`config.mk`:
```
export PLATFORM = sky130hd
export DESIGN_NAME = cbo_ds3_cbit_port
export DESIGN_NICKNAME = d
export VERILOG_FILES = /design/src/cbo_gapped_clk.sv /design/src/cbo_ds3_cbit_port.sv
export SDC_FILE = /design/constraint.sdc
export NUM_CORES = 1
export LEC_CHECK = 0
export BUFFER_PORTS_ARGS = -buffer_cell sky130_fd_sc_hd__buf_4
export CELL_PAD_IN_SITES_DETAIL_PLACEMENT = 1
export CELL_PAD_IN_SITES_GLOBAL_PLACEMENT = 1
export CORE_MARGIN = 4
export CORE_UTILIZATION = 43
export DETAILED_ROUTE_END_ITERATION = 6
export GPL_TIMING_DRIVEN = 0
export PLACE_DENSITY = 0.93
export SYNTH_ARGS = -nofsm -noshare
export SYNTH_HDL_FRONTEND = slang
export SYNTH_SLANG_ARGS = --single-unit
```
`constraint.sdc`:
```
create_clock -name clk -period 2.14 [get_ports clk]
set_input_delay 0.214 -clock clk [delete_from_list [all_inputs] [get_ports clk]]
set_output_delay 0.214 -clock clk [all_outputs]
set_load 0.01 [all_outputs]
```
`src/cbo_gapped_clk.sv`:
```
package cbo_pkg;
  localparam int CBO_IDX_W = 5;
  // overhead clock phase times and derived cycle counts at the 10 MHz clock
  localparam int CBO_CLK_NS = 100;
  localparam int CBO_HIGH_NS = 200;
  localparam int CBO_LOW_NS = 200;
  localparam int CBO_HIGH_CYC = (CBO_HIGH_NS + CBO_CLK_NS - 1) / CBO_CLK_NS;
  localparam int CBO_LOW_CYC = (CBO_LOW_NS + CBO_CLK_NS - 1) / CBO_CLK_NS;
  localparam int CBO_CNT_W = 4;
  // c-bit positions within the frame
  localparam logic [4:0] CBO_POS_C1 = 5'h01;
  localparam logic [4:0] CBO_POS_C2 = 5'h02;
  localparam logic [4:0] CBO_POS_C3 = 5'h03;
  localparam logic [4:0] CBO_POS_C6 = 5'h06;
  localparam logic [4:0] CBO_POS_C13 = 5'h0d;
  localparam logic [4:0] CBO_POS_C15 = 5'h0f;
  localparam logic [4:0] CBO_POS_C16 = 5'h10;
  localparam logic [4:0] CBO_POS_C21 = 5'h15;
  localparam logic CBO_DATA_RST = 1'b1;

  typedef enum logic [1:0] {
    CBO_GC_IDLE = 2'b01,
    CBO_GC_RUN = 2'b10
  } cbo_gc_state_e;

  function automatic logic cbo_rx_sel(input logic [4:0] idx);
    cbo_rx_sel = (idx >= CBO_POS_C2 && idx <= CBO_POS_C6) ||
                 (idx >= CBO_POS_C13 && idx <= CBO_POS_C21);
  endfunction : cbo_rx_sel

  function automatic logic cbo_tx_sel(input logic [4:0] idx, input logic c3_ext);
    cbo_tx_sel = cbo_rx_sel(idx) && ((idx != CBO_POS_C3) || c3_ext);
  endfunction : cbo_tx_sel
endpackage : cbo_pkg

`timescale 1ns/10ps

module cbo_gapped_clk
  import cbo_pkg::*;
(
  input wire logic clk,
  input wire logic rst_n,
  input wire logic start,
  output logic busy,
  output logic clk_out
);
  cbo_gc_state_e state_reg;
  logic [CBO_CNT_W-1:0] cnt_reg;

  ////////////////////////////////////////////////////////////////////////////
  // one high phase then one low phase per start; starts while busy are dropped
  always_ff @(posedge clk)
  begin
    if (!rst_n)
    begin
      state_reg <= CBO_GC_IDLE;
      cnt_reg <= '0;
      clk_out <= 1'b0;
    end
    else
    begin
      unique case (state_reg)
        CBO_GC_IDLE:
        begin
          if (start)
          begin
            state_reg <= CBO_GC_RUN;
            clk_out <= 1'b1;
            cnt_reg <= CBO_CNT_W'(CBO_HIGH_CYC + CBO_LOW_CYC - 1);
          end
        end
        CBO_GC_RUN:
        begin
          cnt_reg <= cnt_reg - 1'b1;
          if (cnt_reg == CBO_CNT_W'(CBO_LOW_CYC))
            clk_out <= 1'b0;
          if (cnt_reg == '0)
            state_reg <= CBO_GC_IDLE;
        end
      endcase
    end
  end

  assign busy = (state_reg == CBO_GC_RUN);
endmodule : cbo_gapped_clk

```
`src/cbo_ds3_cbit_port.sv`:
```
`timescale 1ns/10ps

module cbo_ds3_cbit_port
(
  input wire logic clk,
  input wire logic rst_n,
  input wire logic rx_slot_valid,
  input wire logic [cbo_pkg::CBO_IDX_W-1:0] rx_slot_index,
  input wire logic rx_slot_bit,
  input wire logic tx_slot_valid,
  input wire logic [cbo_pkg::CBO_IDX_W-1:0] tx_slot_index,
  input wire logic external_c3_select,
  input wire logic link_marker_enable,
  input wire logic tx_overhead_data,
  output logic rx_overhead_clock,
  output logic rx_overhead_data,
  output logic rx_overhead_frame_pulse,
  output logic rx_link_marker,
  output logic rx_link_marker_oe,
  output logic tx_overhead_clock,
  output logic tx_overhead_frame_pulse,
  output logic tx_link_marker,
  output logic tx_link_marker_oe,
  output logic tx_bit_valid,
  output logic [cbo_pkg::CBO_IDX_W-1:0] tx_bit_index,
  output logic tx_bit_value
);
  import cbo_pkg::*;

  logic rx_busy;
  logic tx_busy;
  logic rx_start;
  logic tx_start;
  logic [CBO_IDX_W-1:0] rx_cur_idx_reg;
  logic rx_frame_reg;
  logic rx_mark_reg;
  logic tx_frame_reg;
  logic tx_mark_reg;
  logic [2:0] tx_data_sync_reg;
  logic tx_data_filt_reg;
  logic [2:0] lme_sync_reg;
  logic lme_filt_reg;

  ////////////////////////////////////////////////////////////////////////////
  // pin synchronisers: a change counts once stages two and three agree
  always_ff @(posedge clk)
  begin
    if (!rst_n)
    begin
      tx_data_sync_reg <= 3'h7;
      tx_data_filt_reg <= CBO_DATA_RST;
    end
    else
    begin
      tx_data_sync_reg <= {tx_data_sync_reg[1:0], tx_overhead_data};
      if (tx_data_sync_reg[1] == tx_data_sync_reg[2])
        tx_data_filt_reg <= tx_data_sync_reg[2];
    end
  end

  always_ff @(posedge clk)
  begin
    if (!rst_n)
    begin
      lme_sync_reg <= 3'h0;
      lme_filt_reg <= 1'b0;
    end
    else
    begin
      lme_sync_reg <= {lme_sync_reg[1:0], link_marker_enable};
      if (lme_sync_reg[1] == lme_sync_reg[2])
        lme_filt_reg <= lme_sync_reg[2];
    end
  end

  ////////////////////////////////////////////////////////////////////////////
  // receive side
  assign rx_start = rx_slot_valid && cbo_rx_sel(rx_slot_index) && !rx_busy;

  cbo_gapped_clk u_rx_clk (
    .clk(clk),
    .rst_n(rst_n),
    .start(rx_start),
    .busy(rx_busy),
    .clk_out(rx_overhead_clock)
  );

  // data and clock both move on the start cycle, so data changes with the rise
  always_ff @(posedge clk)
  begin
    if (!rst_n)
    begin
      rx_overhead_data <= CBO_DATA_RST;
      rx_cur_idx_reg <= '0;
    end
    else if (rx_start)
    begin
      rx_overhead_data <= rx_slot_bit;
      rx_cur_idx_reg <= rx_slot_index;
    end
  end

  // frame pulse runs from the C1 slot until the C2 slot starts
  always_ff @(posedge clk)
  begin
    if (!rst_n)
      rx_frame_reg <= 1'b0;
    else if (rx_slot_valid && rx_slot_index == CBO_POS_C1)
      rx_frame_reg <= 1'b1;
    else if (rx_slot_valid && rx_slot_index == CBO_POS_C2)
      rx_frame_reg <= 1'b0;
  end

  // marker rises with the C13 clock and falls at the C16 slot, covering C15's low phase
  always_ff @(posedge clk)
  begin
    if (!rst_n)
      rx_mark_reg <= 1'b0;
    else if (rx_slot_valid && rx_slot_index == CBO_POS_C13)
      rx_mark_reg <= 1'b1;
    else if (rx_slot_valid && rx_slot_index == CBO_POS_C16)
      rx_mark_reg <= 1'b0;
  end

  assign rx_overhead_frame_pulse = rx_frame_reg;
  // the marker value is held low while released so the bench never sees a stale level
  assign rx_link_marker = rx_mark_reg && lme_filt_reg;
  assign rx_link_marker_oe = lme_filt_reg;

  ////////////////////////////////////////////////////////////////////////////
  // transmit side
  logic [CBO_IDX_W-1:0] tx_cur_idx_reg;

  assign tx_start = tx_slot_valid && cbo_tx_sel(tx_slot_index, external_c3_select)
                    && !tx_busy;

  cbo_gapped_clk u_tx_clk (
    .clk(clk),
    .rst_n(rst_n),
    .start(tx_start),
    .busy(tx_busy),
    .clk_out(tx_overhead_clock)
  );

  // the filtered pin value at the rise reflects data set after the previous rise;
  // this relies on the clock period exceeding the synchroniser delay
  always_ff @(posedge clk)
  begin
    if (!rst_n)
    begin
      tx_bit_valid <= 1'b0;
      tx_bit_index <= '0;
      tx_bit_value <= CBO_DATA_RST;
      tx_cur_idx_reg <= '0;
    end
    else
    begin
      tx_bit_valid <= tx_start;
      if (tx_start)
      begin
        tx_bit_index <= tx_slot_index;
        tx_bit_value <= tx_data_filt_reg;
        tx_cur_idx_reg <= tx_slot_index;
      end
    end
  end

  always_ff @(posedge clk)
  begin
    if (!rst_n)
      tx_frame_reg <= 1'b0;
    else if (tx_slot_valid && tx_slot_index == CBO_POS_C1)
      tx_frame_reg <= 1'b1;
    else if (tx_slot_valid && tx_slot_index == CBO_POS_C2)
      tx_frame_reg <= 1'b0;
  end

  always_ff @(posedge clk)
  begin
    if (!rst_n)
      tx_mark_reg <= 1'b0;
    else if (tx_slot_valid && tx_slot_index == CBO_POS_C13)
      tx_mark_reg <= 1'b1;
    else if (tx_slot_valid && tx_slot_index == CBO_POS_C16)
      tx_mark_reg <= 1'b0;
  end

  assign tx_overhead_frame_pulse = tx_frame_reg;
  assign tx_link_marker = tx_mark_reg && lme_filt_reg;
  assign tx_link_marker_oe = lme_filt_reg;

  ////////////////////////////////////////////////////////////////////////////
  // checks
  a_rx_data_rise: assert property (@(posedge clk) disable iff (!rst_n)
    $rose(rx_overhead_clock) |-> rx_overhead_data == $past(rx_slot_bit))
    else $error("receive data not loaded with clock rise");

  a_rx_slot_select: assert property (@(posedge clk) disable iff (!rst_n)
    $rose(rx_overhead_clock) |->
      $past(rx_slot_valid) && cbo_rx_sel(rx_cur_idx_reg))
    else $error("receive clock pulsed for unselected position");

  a_rx_clk_shape: assert property (@(posedge clk) disable iff (!rst_n)
    $rose(rx_overhead_clock) |-> rx_overhead_clock ##1 rx_overhead_clock
      ##1 !rx_overhead_clock ##1 !rx_overhead_clock)
    else $error("receive clock phase length wrong");

  a_frame_before_c2: assert property (@(posedge clk) disable iff (!rst_n)
    $rose(rx_overhead_clock) && rx_cur_idx_reg == CBO_POS_C2 |->
      $past(rx_overhead_frame_pulse) && !rx_overhead_frame_pulse)
    else $error("receive frame pulse not ahead of C2");

  a_marker_span: assert property (@(posedge clk) disable iff (!rst_n)
    rx_overhead_clock && rx_link_marker |->
      rx_cur_idx_reg >= CBO_POS_C13 && rx_cur_idx_reg <= CBO_POS_C15)
    else $error("receive marker outside data link positions");

  a_marker_release: assert property (@(posedge clk) disable iff (!rst_n)
    !lme_filt_reg |-> !rx_link_marker_oe && !tx_link_marker_oe
      && !rx_link_marker && !tx_link_marker)
    else $error("marker driven while disabled");

  a_tx_c3_select: assert property (@(posedge clk) disable iff (!rst_n)
    $rose(tx_overhead_clock) && tx_cur_idx_reg == CBO_POS_C3 |->
      $past(external_c3_select))
    else $error("transmit clock pulsed for C3 while not selected");

  a_tx_capture: assert property (@(posedge clk) disable iff (!rst_n)
    $rose(tx_overhead_clock) |-> tx_bit_valid && tx_bit_value == $past(tx_data_filt_reg))
    else $error("transmit bit not captured at clock rise");
endmodule : cbo_ds3_cbit_port

```
== Yosys cells after proc, flatten, opt, wreduce, memory -nomap -nowiden ==
Index checks and enable logic that the tools add are counted.

* Equality and inequality tests: 23
* $lt $le $gt $ge: 8
* Multiplexer cells: 24
* $add $sub $neg: 2
* Reductions and logical operators: 34

{| class="wikitable"
|+ Operator list
! operator !! count
|-
| logical AND 1 bit || 19
|-
| case mux 4 bit (2 select lines) || 2
|-
| two-way mux 1 bit || 12
|-
| equality test 5 x 1 -> 1 bit (second input constant) || 2
|-
| equality test 5 x 2 -> 1 bit (second input constant) || 2
|-
| equality test 5 x 4 -> 1 bit (second input constant) || 2
|-
| equality test 5 bit (second input constant) || 2
|-
| >= comparator 5 x 2 -> 1 bit (second input constant) || 2
|-
| >= comparator 5 x 4 -> 1 bit (second input constant) || 2
|-
| <= comparator 5 x 3 -> 1 bit (second input constant) || 2
|-
| <= comparator 5 bit (second input constant) || 2
|-
| equality test 4 x 2 -> 1 bit (second input constant) || 2
|-
| zero test 4 bit || 2
|-
| two-way mux 2 bit || 4
|-
| two-way mux 4 bit || 2
|-
| inequality test 2 x 1 -> 1 bit (second input constant) || 4
|-
| case mux 2 bit (2 select lines) || 2
|-
| AND reduction 2 bit || 4
|-
| nonzero test 2 bit || 4
|-
| subtractor 4 x 1 -> 4 bit (second input constant) || 2
|-
| inequality test 5 x 2 -> 1 bit (second input constant) || 1
|-
| equality test 2 x 1 -> 1 bit (second input constant) || 2
|-
| equality test 2 bit (second input constant) || 2
|-
| inequality test 2 bit (second input constant) || 2
|-
| 4 further kinds || 9
|}

* Output and inout port bits: 16
* Bits in registers: 34

== Logic depth before layout (Yosys ltp) ==
* Depth after elaboration: 8
* Depth in mapped cells: 5
* Mapped depth without buffers: 5

== Cells and area by module ==
From an unflattened synthesis, not the netlist that was laid out.

* Cells, all modules: 167
* Area, all modules: 1586.5 sq um

{| class="wikitable"
|+ By module, submodules not included
! module !! area an instance (sq um) !! cells each !! times used !! sequential area each (sq um)
|-
| cbo_ds3_cbit_port || 900.9 || 97 || 1 || 400.4
|-
| cbo_gapped_clk || 342.8 || 35 || 2 || 140.1
|}

== Worst setup path after synthesis ==
OpenSTA, ideal clock, no wires.

* Kind: input-to-reg
* Start point: in tx_slot_index[3] (netlist name)
* End point: reg u_tx_clk.clk_out
* Arrival: 1.404 ns
* Stages on the path: 5
* Slack: 0.618 ns
* Data required time: 2.021 ns
* Path buffers: 1
* Cell sequence: buf_6 or3b_4 a211oi_4 o21ai_2 o221a_1

* Longest elaborated chain between the ends: 8

{| class="wikitable"
|+ Ends and longest elaborated chain
! item !! line !! RTL
|-
| start, declared || cbo_ds3_cbit_port.sv:11 || <nowiki>input wire logic [cbo_pkg::CBO_IDX_W-1:0] tx_slot_index,</nowiki>
|-
| >= comparator 5 x 2 -> 1 bit (tied with other cells) || cbo_gapped_clk.sv:27 || <nowiki>cbo_rx_sel = (idx >= CBO_POS_C2 && idx <= CBO_POS_C6) ||</nowiki>
|-
| logical AND 1 bit (on tied branches) || cbo_gapped_clk.sv:27, cbo_gapped_clk.sv:28 ||
|-
| logical OR 1 bit || cbo_gapped_clk.sv:27 ||
|-
| logical AND 1 bit (*) || cbo_gapped_clk.sv:32 || <nowiki>cbo_tx_sel = cbo_rx_sel(idx) && ((idx != CBO_POS_C3) || c3_ext);</nowiki>
|-
| logical AND 1 bit (*) || cbo_ds3_cbit_port.sv:134 || <nowiki>assign tx_start = tx_slot_valid && cbo_tx_sel(tx_slot_index, external_c3_select)</nowiki>
|-
| logical AND 1 bit (*) || cbo_ds3_cbit_port.sv:135 || <nowiki>&& !tx_busy;</nowiki>
|-
| inequality test 2 bit (no source line) (*) || -- ||
|-
| AND reduction 2 bit (no source line) (*) || -- ||
|-
| end signal, assigned || cbo_gapped_clk.sv:58 || <nowiki>clk_out <= 1'b0;</nowiki>
|-
| end signal, assigned || cbo_gapped_clk.sv:68 || <nowiki>clk_out <= 1'b1;</nowiki>
|-
| end signal, assigned || cbo_gapped_clk.sv:76 || <nowiki>clk_out <= 1'b0;</nowiki>
|-
| end, declared || cbo_gapped_clk.sv:45 || <nowiki>output logic clk_out</nowiki>
|}

Mark *: on every way between the ends. The rest lies on a longest branch, timed or not.
A chain may end at the register's enable or synchronous reset.

== Worst setup path after layout ==
* Start point: reg u_tx_clk.state_reg[1]
* End point: reg tx_bit_index[2] (netlist name)

* Longest elaborated chain between the ends: 3

{| class="wikitable"
|+ Ends and longest elaborated chain
! item !! line !! RTL
|-
| start, declared || cbo_gapped_clk.sv:47 || <nowiki>cbo_gc_state_e state_reg;</nowiki>
|-
| start signal, assigned || cbo_gapped_clk.sv:56 || <nowiki>state_reg <= CBO_GC_IDLE;</nowiki>
|-
| start signal, assigned || cbo_gapped_clk.sv:67 || <nowiki>state_reg <= CBO_GC_RUN;</nowiki>
|-
| start signal, assigned || cbo_gapped_clk.sv:78 || <nowiki>state_reg <= CBO_GC_IDLE;</nowiki>
|-
| equality test 2 bit || cbo_gapped_clk.sv:84 || <nowiki>assign busy = (state_reg == CBO_GC_RUN);</nowiki>
|-
| zero test 1 bit || cbo_ds3_cbit_port.sv:135 ||
|-
| logical AND 1 bit || cbo_ds3_cbit_port.sv:135 ||
|-
| end signal, assigned || cbo_ds3_cbit_port.sv:161 || <nowiki>tx_bit_index <= tx_slot_index;</nowiki>
|-
| end, declared || cbo_ds3_cbit_port.sv:25 || <nowiki>output logic [cbo_pkg::CBO_IDX_W-1:0] tx_bit_index,</nowiki>
|}

Every way passes these cells.

==> run_results.csv <==
group,metric,value,unit
outcome,status,"completed",
yosys,yosysTopAreaCell,"dfxtp_1",
global_route,antenna_found_initial,0,
die,die_y,68.9,um
placed_design,globalplace.congestion,0.794,
setup_path,crit_path_start_kind,"flip-flop",
clocking,cts.sinks,34,
yosys,ys_ff_latch,34,
timing,fin_crit,1.36,ns
detailed_routing,wl_met1,1740,um
timing,layout_setup_ws,0.784,ns
placed_design,pre_cts_ws,0.502,ns
yosys,synth_edf_count,0,
timing,finalCritPeriodShare,63.4,%
die,dieArea,4740,um^2
setup_path,cp_data_arrival_time,1.56,ns
yosys,synthTopCellsByCount,"34 x dfxtp_1, 19 x nand2_1, 11 x nor2b_1",
detailed_routing,drc_errors,0,
yosys,async_flop_share,0,%
cells_and_area,utilization,57.0,%
cells_and_area,diodes,0,
placed_design,place_inst,251,
cells_and_area,nNetsFinal,234,
setup_path,worstSetupPathType,"reg2reg",
timing,worstMarginPinSlew,0.600,ns
detailed_routing,routedWlPerCell,17.3,um
yosys,synth_top_area_share,42.7,%
timing,setup_viol,0,
hold_path,hold_class,"in2reg",
detailed_routing,viasPerCell,5.50,
setup_path,path_max_fanout,7,
clocking,htree_num_levels,2,
detailed_routing,ant_nets,0,
cells_and_area,area_growth,24.2,%
power,power_density,747,nW/um^2
timing,rsz0062_at_grt,"no",
die,ios,34,
cells_and_area,final_cells,259,
timing,finalHoldViolCount,0,
timing,slew_headroom,59.8,%
die,die_w,68.9,um
clocking,cts_tree,"done",
clocking,cts-resized-gates,0,
die,rows,21,
die,start_util,45.9,%
detailed_routing,route.met3.wl,154,um
cells_and_area,drive_above_1_share,22.1,%
setup_path,worstPathRequired,2.35,ns
yosys,syn_area,1590,um^2
clocking,clk_path_buf_depth,2,
global_route,gr-total-overflow,0,
cells_and_area,fin_area,1980,um^2
timing,drv_slew,0,
yosys,synth_flop_cell,"dfxtp_1",
global_route,grt_max_degree,12,
global_route,grt_pass1_wl,7380,um
yosys,syn_nets,196,
yosys,yosysSeqAreaShare,42.7,%
die,fp.coreArea,3470,um^2
power,p_leak,0.832,nW
yosys,syn_inst,174,
global_route,track_usage,21.6,%
detailed_routing,routed.top_layer,"met4",
flow_run,cap_violations,0,
placed_design,dpl_cell_area,1880,um^2
clocking,cts_setup_buffers,0,
global_route,grt_pass1_vias,1536,
clocking,clk_pin_slew,0.07,ns
timing,fin_worst_skew,0.00832,ns
timing,timing.setup.tns,0,ns
setup_path,critPathCaptureType,"flip-flop",
yosys,synthTopCellsByArea,"dfxtp_1 43%, mux2i_1 5.0%, nand2_1 4.5%",
clocking,cts_buffers,5,
yosys,avgSynthCellArea,9.15,um^2
yosys,synth-warning-count,0,
clocking,cts_root_buffer,"clkbuf_8",
detailed_routing,routed_wl,4490,um
detailed_routing,vias,1425,
clocking,postCtsHoldBufs,0,
detailed_routing,dr_wl_met2,2510,um
yosys,synth.lib_cells_used.distinct,45,
detailed_routing,firstDrtPassIters,4,
cells_and_area,largest_register_ffs,5,
yosys,yosysMostFrequentCell,"dfxtp_1",
power,ir_drop,0.000428,V
timing,max_clock_freq,737,MHz
clocking,worstSkewPairLatency,0.29,ns
placed_design,portBuffers,31,
placed_design,dpl.hpwl,3260,um
detailed_routing,first_iter_violations,47,
-- power breakdown --
group,internal (mW),switching (mW)
logic,0.124,0.154
registers,0.677,0.0305
clock network,0.258,0.234
-- critical path, cell delays in order, from the launching register on --
cell     delay (ns)
dfxtp_1        0.33
nor2b_1        0.20
nor3_4         0.46
mux2i_1        0.28
-- path summary, 6_finish.rpt --
kind / depth (start not counted) / from / end / slack, ns
max: 3 / u_tx_clk.state_reg[1] / tx_bit_index[2] / 0.78
min: 2 / tx_overhead_data / tx_data_sync_reg[0] / 0.12
max reg2reg: 3 / u_tx_clk.state_reg[1] / tx_bit_index[2] / 0.78
min reg2reg: 1 / tx_data_sync_reg[0] / tx_data_sync_reg[1] / 0.42
-- area by class of cell --
cell class / count / area (um^2)
clock buffers: 6 / 82.6
multi-input cells: 124 / 840
repair buffers: 31 / 233
inverters: 8 / 30.0
flip-flops and latches: 34 / 681
clock inverters: 2 / 12.5
well taps: 46 / 57.6
plain buffers: 8 / 42.5
fillers: 433 / 1490
-- layout by cell type (no fill, tap or decap), types with 4 or more instances in the layout --
cell       n
inv_1      8
nor2b_1   11
nand2b_1   6
a31oi_1    4
clkbuf_1   5
a21boi_0   4
dfxtp_1   34
o21ai_0    6
ha_1       4
mux2i_1    8
buf_4     32
nand2_1   19
nand4_1    4
clkbuf_8   6
nor2_1     9
and2_1     6
nand3_1    5
a21oi_1    5
-- cell families (layout without fill, tap and decap cells) --
kind of cell             Yosys count  after routing  share of synthesized area, %
XOR/XNOR                           4              4                          2.20
AO/OA/AOI/OAI                     38             38                          18.4
flip-flops                        34             34                          42.7
multiplexers                       8              8                          5.03
AND/OR/NAND/NOR                   70             70                          24.0
buffers and inverters             16             55                          4.56
adder cells (fa/ha/maj)            4              4                          3.14
-- stage by stage --
step                total power, mW  hold WS [ns]
global placement              0.964         0.396
floorplan                     0.883         0.315
detailed placement            0.990         0.401
finish                         1.48         0.122
CTS                            1.49         0.123
global route                   1.56         0.124
-- metal layers --
| layer | GRT usage [%] | vias to the layer above |
|---|---|---|
| li1 | - | 685 |
| met4 | 7.79 | 0 |
| met3 | 5.51 | 11 |
| met2 | 40.1 | 25 |
| met5 | 0 | - |
| met1 | 23.3 | 704 |
Note: power is estimated with default switching activity, not from simulation.
